### src/sled_defs.svh
// register map, field positions, reset values and timing for the indicator
`ifndef SLED_DEFS_SVH
`define SLED_DEFS_SVH

`define SLED_ADDR_W        16
`define SLED_CTRL_ADDR     16'h404C
`define SLED_STAT_ADDR     16'h4048
`define SLED_CTRL_RESET    16'hC026
`define SLED_CTRL_WMASK    16'hC33F

`define SLED_SRC_HI        15
`define SLED_SRC_LO        14
`define SLED_PAT_HI        9
`define SLED_PAT_LO        8
`define SLED_LEN_HI        5
`define SLED_LEN_LO        4
`define SLED_DUR_HI        3
`define SLED_DUR_LO        2
`define SLED_RAT_HI        1
`define SLED_RAT_LO        0

`define SLED_CLK_PERIOD_NS 50
`define SLED_TICK_NS       62500000
`define SLED_TICK_CYCLES   (`SLED_TICK_NS / `SLED_CLK_PERIOD_NS)
`define SLED_PRE_W         21
`define SLED_OTP_SHOW_MS   1000
`define SLED_OTP_SHOW_TICKS 5'h10

`endif

### src/sled_pkg.sv
// types shared by the status indicator pattern generator
`default_nettype none
package sled_pkg;

  typedef enum logic [1:0] {
    SLED_SRC_OFF    = 2'b00,
    SLED_SRC_POWER  = 2'b01,
    SLED_SRC_RSVD   = 2'b10,
    SLED_SRC_MANUAL = 2'b11
  } sled_src_t;

  typedef enum logic [1:0] {
    SLED_PAT_OFF    = 2'b00,
    SLED_PAT_STEADY = 2'b01,
    SLED_PAT_CONT   = 2'b10,
    SLED_PAT_BURST  = 2'b11
  } sled_pat_t;

  typedef enum logic [1:0] {
    SLED_ST_ON   = 2'b00,
    SLED_ST_OFF  = 2'b01,
    SLED_ST_DONE = 2'b10
  } sled_state_t;

  typedef struct packed {
    logic [15:0]  ctrl;
    logic [31:0]  rdata;
    logic [20:0]  pre;
    sled_state_t  st;
    logic [6:0]   cnt;
    logic [2:0]   pulses;
    logic [4:0]   otp_cnt;
    logic         otp_prev;
    logic         led;
  } sled_regs_t;

endpackage : sled_pkg
`default_nettype wire

### src/sled_gen.sv
// status indicator pattern generator with apb register access
//
// Function
// - source field 00 off, 01 power state, 11 manual, 10 reserved; resets manual.
// - indicator also signals completion of the one-time memory auto-program.
// - manual pattern field only applies while source selects manual control.
// - pattern 00 off, 01 steady, 10 endless pulses, 11 burst; resets 00.
// - burst length 00 one, 01 two, 10 four, 11 seven pulses; resets 10.
// - pulse on time 1 s, 250 ms, 125 ms, 62.5 ms; resets 01.
// - on:off ratio 1:1, 1:2, 1:3, 1:7; resets 10.
`timescale 1ns/1ps
`default_nettype none
`include "sled_defs.svh"

module sled_gen #(
  parameter int TICK_CYCLES = `SLED_TICK_CYCLES
) (
  input  wire logic                    ref_clk_in,
  input  wire logic                    rst_in,
  input  wire logic                    ce_in,
  input  wire logic                    psel_in,
  input  wire logic                    penable_in,
  input  wire logic                    pwrite_in,
  input  wire logic [`SLED_ADDR_W-1:0] paddr_in,
  input  wire logic [31:0]             pwdata_in,
  output logic      [31:0]             prdata_out,
  output logic                         pready_out,
  output logic                         pslverr_out,
  input  wire logic                    power_state_led_in,
  input  wire logic                    otp_prog_done_in,
  output logic                         indicator_out
);

  sled_pkg::sled_regs_t r;
  sled_pkg::sled_regs_t next_r;

  sled_pkg::sled_src_t indicator_source_select;
  sled_pkg::sled_pat_t indicator_manual_pattern;
  logic [1:0]          indicator_burst_length;
  logic [1:0]          indicator_on_duration;
  logic [1:0]          indicator_on_off_ratio;

  logic        hit_ctrl;
  logic        hit_stat;
  logic        setup;
  logic        wr_ctrl;
  logic        tick;
  logic        restart;
  logic [15:0] wval;
  logic [6:0]  on_ticks;
  logic [6:0]  off_ticks;
  logic [2:0]  burst_n;
  logic [15:0] status;
  logic        pattern_level;
  logic        flash_on;
  logic        otp_rise;

  assign indicator_source_select  =
    sled_pkg::sled_src_t'(r.ctrl[`SLED_SRC_HI:`SLED_SRC_LO]);
  assign indicator_manual_pattern =
    sled_pkg::sled_pat_t'(r.ctrl[`SLED_PAT_HI:`SLED_PAT_LO]);
  assign indicator_burst_length   = r.ctrl[`SLED_LEN_HI:`SLED_LEN_LO];
  assign indicator_on_duration    = r.ctrl[`SLED_DUR_HI:`SLED_DUR_LO];
  assign indicator_on_off_ratio   = r.ctrl[`SLED_RAT_HI:`SLED_RAT_LO];

  // zero-wait slave: read data is captured in the setup cycle
  assign hit_ctrl    = (paddr_in == `SLED_CTRL_ADDR);
  assign hit_stat    = (paddr_in == `SLED_STAT_ADDR);
  assign setup       = psel_in & ~penable_in;
  assign pready_out  = ce_in;
  // the status word is read-only: writes to it are dropped, not refused
  assign pslverr_out = psel_in & penable_in & ~(hit_ctrl | hit_stat);
  assign wr_ctrl     = ce_in & psel_in & penable_in & pwrite_in & hit_ctrl;
  assign wval        = pwdata_in[15:0] & `SLED_CTRL_WMASK;

  // any change to a writable control field restarts at the on phase
  assign restart = wr_ctrl &&
    ((wval & `SLED_CTRL_WMASK) != (r.ctrl & `SLED_CTRL_WMASK));

  // slow time base: one tick per 62.5 ms, the shortest on time
  // the prescaler is 21 bits wide, so TICK_CYCLES must not exceed 2**21
  assign tick = (r.pre == `SLED_PRE_W'(TICK_CYCLES - 1));

  always_comb begin
    case (indicator_on_duration)
      2'b00:   on_ticks = 7'h10;
      2'b01:   on_ticks = 7'h04;
      2'b10:   on_ticks = 7'h02;
      default: on_ticks = 7'h01;
    endcase
  end

  always_comb begin
    case (indicator_on_off_ratio)
      2'b00:   off_ticks = on_ticks;
      2'b01:   off_ticks = 7'(on_ticks * 7'h02);
      2'b10:   off_ticks = 7'(on_ticks * 7'h03);
      default: off_ticks = 7'(on_ticks * 7'h07);
    endcase
  end

  always_comb begin
    case (indicator_burst_length)
      2'b00:   burst_n = 3'h1;
      2'b01:   burst_n = 3'h2;
      2'b10:   burst_n = 3'h4;
      default: burst_n = 3'h7;
    endcase
  end

  // continuous and burst share one phase machine; only the burst ends
  always_comb begin
    case (indicator_manual_pattern)
      sled_pkg::SLED_PAT_OFF:    pattern_level = 1'b0;
      sled_pkg::SLED_PAT_STEADY: pattern_level = 1'b1;
      sled_pkg::SLED_PAT_CONT,
      sled_pkg::SLED_PAT_BURST:
        pattern_level = (r.st == sled_pkg::SLED_ST_ON);
      default:                   pattern_level = 1'b0;
    endcase
  end

  assign status = {9'h000, (r.otp_cnt != 5'h00), (r.st ==
                   sled_pkg::SLED_ST_DONE), r.pulses, r.st == 
                   sled_pkg::SLED_ST_ON, r.led};

  // the flash overrides every source and leaves the pattern timer alone
  assign flash_on = (r.otp_cnt != 5'h00);
  assign otp_rise = otp_prog_done_in & ~r.otp_prev;

  always_comb begin
    next_r = r;
    next_r.otp_prev = otp_prog_done_in;
    if (setup) begin
      if (hit_ctrl) begin
        next_r.rdata = {16'h0000, r.ctrl & `SLED_CTRL_WMASK};
      end else if (hit_stat) begin
        next_r.rdata = {16'h0000, status};
      end else begin
        next_r.rdata = 32'h0000_0000;
      end
    end
    if (wr_ctrl) begin
      next_r.ctrl = wval;
    end

    next_r.pre = tick ? `SLED_PRE_W'(0) : r.pre + `SLED_PRE_W'(1);

    // completion flash: forced on for one second after a rising edge;
    // a fresh edge reloads the count and wins over a tick in that cycle
    if (otp_rise) begin
      next_r.otp_cnt = `SLED_OTP_SHOW_TICKS;
    end else if (tick && flash_on) begin
      next_r.otp_cnt = r.otp_cnt - 5'h01;
    end

    if (restart) begin
      next_r.st     = sled_pkg::SLED_ST_ON;
      next_r.cnt    = 7'h00;
      next_r.pulses = 3'h0;
      next_r.pre    = `SLED_PRE_W'(0);
    end else if (tick) begin
      case (r.st)
        sled_pkg::SLED_ST_ON: begin
          if (r.cnt == on_ticks - 7'h01) begin
            next_r.st     = sled_pkg::SLED_ST_OFF;
            next_r.cnt    = 7'h00;
            next_r.pulses = r.pulses + 3'h1;
          end else begin
            next_r.cnt = r.cnt + 7'h01;
          end
        end
        sled_pkg::SLED_ST_OFF: begin
          if (r.cnt == off_ticks - 7'h01) begin
            next_r.cnt = 7'h00;
            // a finished burst stays dark until a write changes a field
            if (indicator_manual_pattern == sled_pkg::SLED_PAT_BURST &&
                r.pulses == burst_n) begin
              next_r.st = sled_pkg::SLED_ST_DONE;
            end else begin
              next_r.st = sled_pkg::SLED_ST_ON;
              if (indicator_manual_pattern == sled_pkg::SLED_PAT_CONT) begin
                next_r.pulses = 3'h0;
              end
            end
          end else begin
            next_r.cnt = r.cnt + 7'h01;
          end
        end
        sled_pkg::SLED_ST_DONE: next_r.st = sled_pkg::SLED_ST_DONE;
        default:                next_r.st = sled_pkg::SLED_ST_ON;
      endcase
    end

    if (flash_on) begin
      next_r.led = 1'b1;
    end else begin
      case (indicator_source_select)
        sled_pkg::SLED_SRC_OFF:    next_r.led = 1'b0;
        sled_pkg::SLED_SRC_POWER:  next_r.led = power_state_led_in;
        sled_pkg::SLED_SRC_MANUAL: next_r.led = pattern_level;
        default:                   next_r.led = 1'b0;
      endcase
    end
  end

  // clock enable low freezes every flop, bus answer included
  // reset wins over a low clock enable so the block can always be cleared
  always_ff @(posedge ref_clk_in) begin
    if (rst_in) begin
      r          <= '0;
      r.ctrl     <= `SLED_CTRL_RESET;
      r.st       <= sled_pkg::SLED_ST_ON;
    end else if (ce_in) begin
      r <= next_r;
    end
  end

  assign prdata_out    = r.rdata;
  assign indicator_out = r.led;

endmodule : sled_gen
`default_nettype wire

### config.mk
export PLATFORM = sky130hd
export DESIGN_NAME = sled_gen
export DESIGN_NICKNAME = d
export VERILOG_FILES = /design/src/sled_pkg.sv /design/src/sled_gen.sv
export VERILOG_INCLUDE_DIRS = /design/src /design/src/src
export SDC_FILE = /design/constraint.sdc
export NUM_CORES = 1
export LEC_CHECK = 0
export ABC_AREA = 1
export BUFFER_PORTS_ARGS = -buffer_cell sky130_fd_sc_hd__buf_2
export CAP_MARGIN = 10
export CORE_MARGIN = 1.5
export CORE_UTILIZATION = 25
export DETAILED_ROUTE_END_ITERATION = 10
export PLACE_DENSITY = 0.46
export SLEW_MARGIN = 20
export SYNTH_ARGS = -nofsm -noshare
export SYNTH_HDL_FRONTEND = slang
export SYNTH_SLANG_ARGS = --single-unit
### constraint.sdc
create_clock -name ref_clk_in -period 2.8 [get_ports ref_clk_in]
set_input_delay 0.14 -clock ref_clk_in [delete_from_list [all_inputs] [get_ports ref_clk_in]]
set_output_delay 0.14 -clock ref_clk_in [all_outputs]
set_load 0.05 [all_outputs]
# [Word-level counts from Yosys, hierarchy flattened]
# Cells that the tools add are included.
[classes] addsub=6 multipliers=2 eq_ne=24 n_mux=25 bitwise_logic=12 reduce_logical=19
[ops] cell="21-bit 2-to-1 mux" count=2
[ops] cell="16-bit by 15-bit equality test with 1-bit output, second input constant" count=2
[ops] cell="12-bit 2-to-1 mux" count=2
[ops] cell="21-bit by 1-bit adder with 21-bit output, second input constant" count=1
[ops] cell="21-bit equality test, second input constant" count=1
[ops] cell="7-bit 2-to-1 mux" count=3
[ops] cell="7-bit one-hot mux with 3 select lines" count=1
[ops] cell="10-bit one-hot mux with 2 select lines" count=1
[ops] cell="16-bit 2-to-1 mux" count=1
[ops] cell="5-bit one-hot mux with 3 select lines" count=1
[ops] cell="2-bit equality test, second input constant" count=7
[ops] cell="7-bit equality test" count=2
[ops] cell="2-bit by 1-bit equality test with 1-bit output, second input constant" count=6
[ops] cell="3-bit 2-to-1 mux" count=4
[ops] cell="2-bit zero test" count=5
[ops] cell="5-bit 2-to-1 mux" count=2
[ops] cell="10-bit != test" count=1
[ops] cell="3-bit != test, second input constant" count=3
[ops] cell="3-bit one-hot mux with 3 select lines" count=1
[ops] cell="1-bit AND" count=8
[ops] cell="7-bit by 1-bit adder with 7-bit output, second input constant" count=1
[ops] cell="5-bit by 2-bit multiplier with 7-bit output, second input constant" count=1
[ops] cell="5-bit by 3-bit multiplier with 7-bit output, second input constant" count=1
[ops] cell="7-bit AND reduction" count=1
[ops] cell="21 further kinds" count=30
[word_totals] ff_bits=82 wordCells=97

# [Longest topological paths before layout]
# Gate-level depths: netlist of the first run.
[depth] word_depth=10 mapped_depth=19 ltp_nobuf=19

# [Worst setup path before layout of the first run]
# No wires, ideal clock.
[synth_path] path_kind="reg2reg" startpoint="register r (netlist bit indicator_on_duration[0])" endpoint="register r[9] (netlist bit)" setup_time_ns=0.113 arrival_ns=2.294 path_slack_ns=0.393 path_stages_with_launch=18 n_path_buf=1 period_less_slack_ns=2.407 path_cell_list="dfxtp_1 -> inv_1 -> ha_1 -> buf_2 -> inv_1 -> nand3_1 -> o21ai_0 -> ha_1 -> xor2_1 -> o21ai_0 -> a21oi_1 -> nand3_1 -> nor2_2 -> nand2_2 -> o21bai_4 -> nand2_2 -> nor2_1 -> nor2_1"
[synth_via] elab_chain_len=8 word_cells_on_any_way=21
[synth_lines] element="start, declared" line_no="sled_gen.sv:34" text="sled_pkg::sled_regs_t r;"
[synth_lines] element="start signal, assigned" line_no="sled_gen.sv:215" text="r <= next_r;"
[synth_lines] element="2-bit equality test (tied with other cells)" line_no="sled_gen.sv:85" text="case (indicator_on_duration)"
[synth_lines] element="5-bit one-hot mux with 3 select lines" line_no="sled_gen.sv:85"
[synth_lines] element="5-bit by 3-bit multiplier with 7-bit output or 5-bit by 2-bit multiplier with 7-bit output (tied branches)" line_no="sled_gen.sv:98, sled_gen.sv:97"
[synth_lines] element="7-bit one-hot mux with 3 select lines" line_no="sled_gen.sv:94" text="case (indicator_on_off_ratio)"
[synth_lines] element="7-bit by 1-bit subtractor with 7-bit output" line_no="sled_gen.sv:174" text="if (r.cnt == off_ticks - 7'h01) begin"
[synth_lines] element="7-bit equality test" line_no="sled_gen.sv:174"
[synth_lines] element="3-bit != test (no source line)"
[synth_lines] element="7-bit AND reduction (no source line)"
# Several ways; a longest one is shown, not always the timed one.
# A chain may end at the register's enable or synchronous reset.

# [Worst setup path after layout of the first run]
[layout_path] startpoint="register r (netlist bit indicator_on_duration[1])" endpoint="register r[9] (netlist bit)"
# The elaborated chain is that of the path after synthesis.

==> results of run 1 <==
## report_power, final
group	internal (W)	total, W	switching (W)
Sequential	0.000883	0.000893	0.00000976
Combinational	0.0000537	0.000216	0.000162
Clock	0.000869	0.00128	0.000412
Total	0.00181	0.00239	0.000583
## worst register-to-register path: stages (launching register included)
cell and delay, ns:
dfxtp_2 0.37, inv_1 0.11, ha_1 0.21, ha_1 0.31, inv_1 0.06, nand3_1 0.05, nand2_1 0.07, inv_1 0.04
nand2_1 0.05, nand2_1 0.09, a21oi_2 0.20, nand2_1 0.11, nand3_2 0.08, nand3_2 0.16, o21bai_4 0.26, nand2_2 0.08
nand2_1 0.06, nand2_1 0.04, nor2_1 0.08
## kinds of logic after synthesis
group,Yosys count,synth area share
xor+xnor,30,0.0633
flops,61,0.294
other cells,1,0.000904
compound gates,90,0.128
simple gates,281,0.320
buf+inv,125,0.149
fa+ha+maj,15,0.0452
## cells in the mapped netlist (12+ instances only)
library cell	count
nor2_1	58
ha_1	15
nand2_1	106
a21oi_1	41
nand3_1	50
nor3_1	13
nand4_1	12
dfxtp_1	61
buf_4	33
inv_1	75
o21ai_0	25
xor2_1	21
## metrics by stage
stage          cells   util
6_report         865  0.301
5_1_grt          865  0.301
4_1_cts          864  0.300
3_5_place_dp     848  0.278
3_3_place_gp     848  0.278
2_1_floorplan    623      -
## routing by layer
layer	track usage	wire, µm	share of wire
met1	0.154	5110	0.47
met2	0.218	5070	0.47
met3	0.0200	378	0.035
met4	0.0648	276	0.025
met5	0	0	0
## final cells by class
cell class	instances	share of cell area
flip-flops and latches	61	0.253
inverters	79	0.0617
clock buffers	10	0.0474
repair buffers	55	0.0612
multi-input cells	438	0.497
clock inverters	6	0.0231
well taps	216	0.0560
## final timing paths
| path | from | to | cells past startpoint |
|---|---|---|---|
| worst max-delay path | indicator_on_duration[1] | r[9] | 18 |
| worst min-delay path | pwdata_in[14] | indicator_source_select[0] | 3 |
| worst max register to register | indicator_on_duration[1] | r[9] | 18 |
| worst min register to register | r[1] | r[1] | 2 |
## what timing repair did
item                                    CTS  global route
hold buffers                              0             0
gates resized for setup                   0             4
endpoints found under the setup margin    0            12
## sequential cells by signal (all words and copies together) (netlist names)
name,cells
indicator_on_duration,2
indicator_burst_length,2
indicator_out,1
indicator_manual_pattern,2
r,39
indicator_on_off_ratio,2
indicator_source_select,2
prdata_out,11
==> flow_metrics.tcl, run 1 <==
set metrics [dict create \
    status "finished clean" \
    critPathArrivalTime_ns 2.77 \
    start_util 0.258 \
    ys.flop_type "dfxtp_1" \
    vias_per_cell 4.49 \
    hpwl_um 8410 \
    cts_tree "built" \
    grt_max_degree 23 \
    crit_path_end_kind "flop" \
    final_common_cell "nand2_1" \
    finalHoldViolCount 0 \
    power_leakage_nw 2.19 \
    grt_pass1_wl_um 17800 \
    path_cells "inv_1, ha_1, ha_1, inv_1, nand3_1, nand2_1, inv_1, nand2_1, nand2_1, a21oi_2, nand2_1, nand3_2, nand3_2, o21bai_4, nand2_2, nand2_1, nand2_1, nor2_1" \
    numPortBuffers 47 \
    drive_gt1_frac 0.163 \
    synth.area.top_cells "dfxtp_1 29%, nand2_1 9.6%, inv_1 6.8%" \
    powerDensity_nw_per_um2 495 \
    numClockSinks 61 \
    overflow 0 \
    synth_edf_count 0 \
    layout_setup_ws_ns 0.303 \
    clk_pin_slew_ns 0.05 \
    avgRoutedWirePerCell_um 12.5 \
    max_clock_freq_mhz 400 \
    drv_cap 0 \
    rsz0062_at_grt "false" \
    post-route-period-util 0.892 \
    placed_area_um2 4470 \
    r2r_setup_slack_ns 0.30 \
    post-cts-setup-buffers 0 \
    die-width_um 132 \
    die_y_um 132 \
    clk_latency_ns 0.33 \
    antenna_found_initial 0 \
    final-setup-viol-count 0 \
    synth_area_um2 4150 \
    cts_root_buf "clkbuf_16" \
    path_class "flop to flop" \
    synth_cell_types 48 \
    synthArstFlopShare 0 \
    synthCells 603 \
    ys_seq_area_frac 0.294 \
    fin_area_um2 4830 \
    fillers 1797 \
    die-area_um2 17400 \
    cpMaxStageDelayCell "dfxtp_2" \
    synth-seq-cells 61 \
    holdWs_ns 0.0687 \
    drv_slew 0 \
    cp_top_family "simple AND/OR/NAND/NOR gates" \
    max_slew_margin 0.594 \
    total_power_w 0.00239 \
    seqCellArea_um2 1220 \
    hp-class "primary input to flop" \
    first_global_vias 3742 \
    ir_drop_mv 0.179 \
    fin_skew_ns 0.00401 \
    worst_pin_slew_ns 0.608 \
    crit_top_cell "nand2_1" \
    fin_crit_ns 2.50 \
    critPathBufInv 3 \
    rows 46 \
    layout_common_cells "105 x nand2_1, 74 x inv_1, 59 x dfxtp_1, 58 x nor2_1, 50 x nand3_1" \
    cp_max_fo 5 \
    finalSetupTns_ns 0 \
    h-tree-depth 3 \
    area_growth_pct 16.3 \
    drc 0 \
    core_area_um2 16100 \
    dr.pass1.iters 4 \
    routed_wl_um 10800 \
    multiInputGateArea_um2 2400 \
    antenna_cells 0 \
    pre_cts_ws_ns 0.151 \
    avgSynthCellArea_um2 6.88 \
    vias 3881 \
    startpoint_type "flop" \
    yosysWarnings 0 \
    gp_congestion 0.854 \
    numCtsBuffers 9 \
    globalRouteTotalUtil 0.127 \
    cts.path.max_buffers 2 \
    synth_top_area_cell "dfxtp_1" \
    drt_iter0_markers 187 \
    synth_top_area_frac 0.294 \
    io_pins 91 \
    postRouteAntennaNets 0 \
    cpPeakStageDelay_ns 0.37 \
    cp.required_ns 3.07 \
    nets 715 \
]
(Power assumes the default switching activity.)
==> inputs of run 2 (changes only) <==
CELL_PAD_IN_SITES_DETAIL_PLACEMENT = 2   (was not set)
CELL_PAD_IN_SITES_GLOBAL_PLACEMENT = 2   (was not set)
PLACE_DENSITY = 0.72   (was 0.46)
==> flow_metrics.tcl, run 2 (synthesis gave the netlist of run 1 again) <==
set metrics [dict create \
    hold_buffers 0 \
    top_register "r" \
    gp_congestion 0.829 \
    final_cell_count_no_fill 866 \
    dp_cells 849 \
    final_common_cell "nand2_1" \
    critPathArrivalTime_ns 2.82 \
    switchingPower_w 0.000610 \
    path_cells "inv_4, ha_1, inv_1, nand3_1, o21ai_0, ha_1, xor2_1, o21ai_0, a21oi_1, nand3_1, nor2_2, nand2_2, o21bai_4, buf_4, a21oi_1, nor2_1" \
    path_depth 16 \
    first_global_vias 4520 \
    fin_skew_ns 0.00774 \
    fillers 1926 \
    grt_busiest_layer "met2" \
    grt_use_met3 0.0319 \
    internal_power_w 0.00185 \
    cp_top_family "compound AO/OA/AOI/OAI gates" \
    die-area_um2 17400 \
    drive_gt1_frac 0.177 \
    final-setup-viol-count 0 \
    clk_pin_slew_ns 0.06 \
    worst_pin_slew_ns 0.617 \
    cp.required_ns 3.08 \
    grt_max_degree 23 \
    status "finished clean" \
    path_class "flop to flop" \
    cts_root_buf "clkbuf_16" \
    cpPeakStageDelay_ns 0.39 \
    combPwrFrac 0.091 \
    fin_crit_ns 2.54 \
    drv_cap 0 \
    finalHoldViolCount 0 \
    start_util 0.258 \
    reg2reg_depth 16 \
    ir_drop_mv 0.200 \
    largest_reg_flops 39 \
    cpMaxStageDelayCell "dfxtp_4" \
    numPortBuffers 47 \
    endpoint "r[17]" \
    r2r_start "indicator_on_duration[0]" \
    rr_endpoint "r[17]" \
    drc 0 \
    io_pins 91 \
    core_area_um2 16100 \
    vias 4085 \
    vias_per_cell 4.72 \
    r2r_setup_slack_ns 0.26 \
    switching_share 0.247 \
    use_met1 0.182 \
    area_growth_pct 17.6 \
    critPathBufInv 3 \
    powerDensity_nw_per_um2 505 \
    drt_iter0_markers 87 \
    clkPwrFrac 0.547 \
    postRouteAntennaNets 0 \
    holdWs_ns 0.0586 \
    numCtsBuffers 9 \
    numClockSinks 61 \
    crit_path_end_kind "flop" \
    clk_latency_ns 0.34 \
    dr.pass1.iters 4 \
    cp_max_fo 8 \
    seq_power_share 0.362 \
    nets 716 \
    rows 46 \
    avgRoutedWirePerCell_um 15.6 \
    crit_start "indicator_on_duration[0]" \
    seqCellArea_um2 1230 \
    grt_pass1_wl_um 22800 \
    hpwl_um 10600 \
    layout_common_cells "104 x nand2_1, 73 x inv_1, 58 x nor2_1, 57 x dfxtp_1, 49 x nand3_1" \
    die_y_um 132 \
    multiInputGateArea_um2 2410 \
    globalRouteTotalUtil 0.162 \
    routed_wl_um 13600 \
    met2_usage 0.304 \
    max_slew_margin 0.587 \
    hp-class "primary input to flop" \
    startpoint_type "flop" \
    cts.path.max_buffers 2 \
    cts_tree "built" \
    h-tree-depth 3 \
    die-width_um 132 \
    antenna_cells 0 \
    post-route-period-util 0.909 \
    drv_slew 0 \
    overflow 0 \
    power_leakage_nw 2.21 \
    max_clock_freq_mhz 393 \
    antenna_found_initial 0 \
]
-- run 2: cell types whose count changed in the layout (fill, tap and decap cells not counted), moves of 2 or more --
cell | before | now
buf_4 | 8 | 10
dfxtp_4 | 0 | 2
dfxtp_1 | 59 | 57
ha_2 | 0 | 2
ha_1 | 15 | 13
clkbuf_8 | 0 | 2
-- run 2: worst register-to-register path, stage by stage, from the launching register on --
cell,delay (ns)
dfxtp_4,0.39
inv_4,0.06
ha_1,0.21
inv_1,0.08
nand3_1,0.07
o21ai_0,0.09
ha_1,0.27
xor2_1,0.14
o21ai_0,0.10
a21oi_1,0.12
nand3_1,0.11
nor2_2,0.14
nand2_2,0.08
o21bai_4,0.28
buf_4,0.17
a21oi_1,0.05
nor2_1,0.11
-- run 2: worst min-delay path by stage --
stage,depth (start not counted),from,endpoint
2_1_floorplan,2,pwdata_in[5],indicator_burst_length[1]
5_1_grt,3,pwdata_in[5],indicator_burst_length[1]
3_3_place_gp,3,pwdata_in[5],indicator_burst_length[1]
3_5_place_dp,3,pwdata_in[15],indicator_source_select[1]
4_1_cts,3,pwdata_in[15],indicator_source_select[1]
6_report,3,pwdata_in[5],indicator_burst_length[1]
-- run 2: layer usage --
metal / share of wire / vias up / wire length, µm
li1: - / 1998 / -
met5: 0 / - / 0
met3: 0.028 / 18 / 386
met1: 0.43 / 2013 / 5770
met2: 0.53 / 56 / 7170
met4: 0.017 / 0 / 227
-- run 2: power groups by stage --
stage | clock network [W] | registers [W] | logic, W
3_3_place_gp | 0 | 0.000911 | 0.000216
6_report | 0.00135 | 0.000891 | 0.000224
2_1_floorplan | 0 | 0.000914 | 0.000185
4_1_cts | 0.00138 | 0.000893 | 0.000226
3_5_place_dp | 0 | 0.000912 | 0.000223
5_1_grt | 0.00142 | 0.000893 | 0.000243
-- run 2: stage by stage --
step	TNS (ns)	utilization	total power, W	worst slack (ns)	instance area, µm²
2_1_floorplan	0	-	0.00110	0.393	4230
3_3_place_gp	0	0.279	0.00113	0.184	4480
3_5_place_dp	0	0.279	0.00114	0.0404	4480
4_1_cts	0	0.302	0.00250	0.0622	4850
5_1_grt	-0.000862	0.304	0.00256	-0.000862	4880
6_report	0	0.304	0.00246	0.256	4880
-- run 2: area by class of cell --
type | instances | area share
Clock buffer | 11 | 0.0518
Clock inverter | 5 | 0.0218
Inverter | 79 | 0.0615
Multi-Input combinational cell | 437 | 0.494
Sequential cell | 61 | 0.252
Tap cell | 216 | 0.0554
Timing Repair Buffer | 57 | 0.0636
-- run 2: timing repair --
item,4_1_cts,5_1_grt
setup endpoints to repair,1,16
pin swaps,1,2
resized for setup,1,14
buffers inserted,1,0
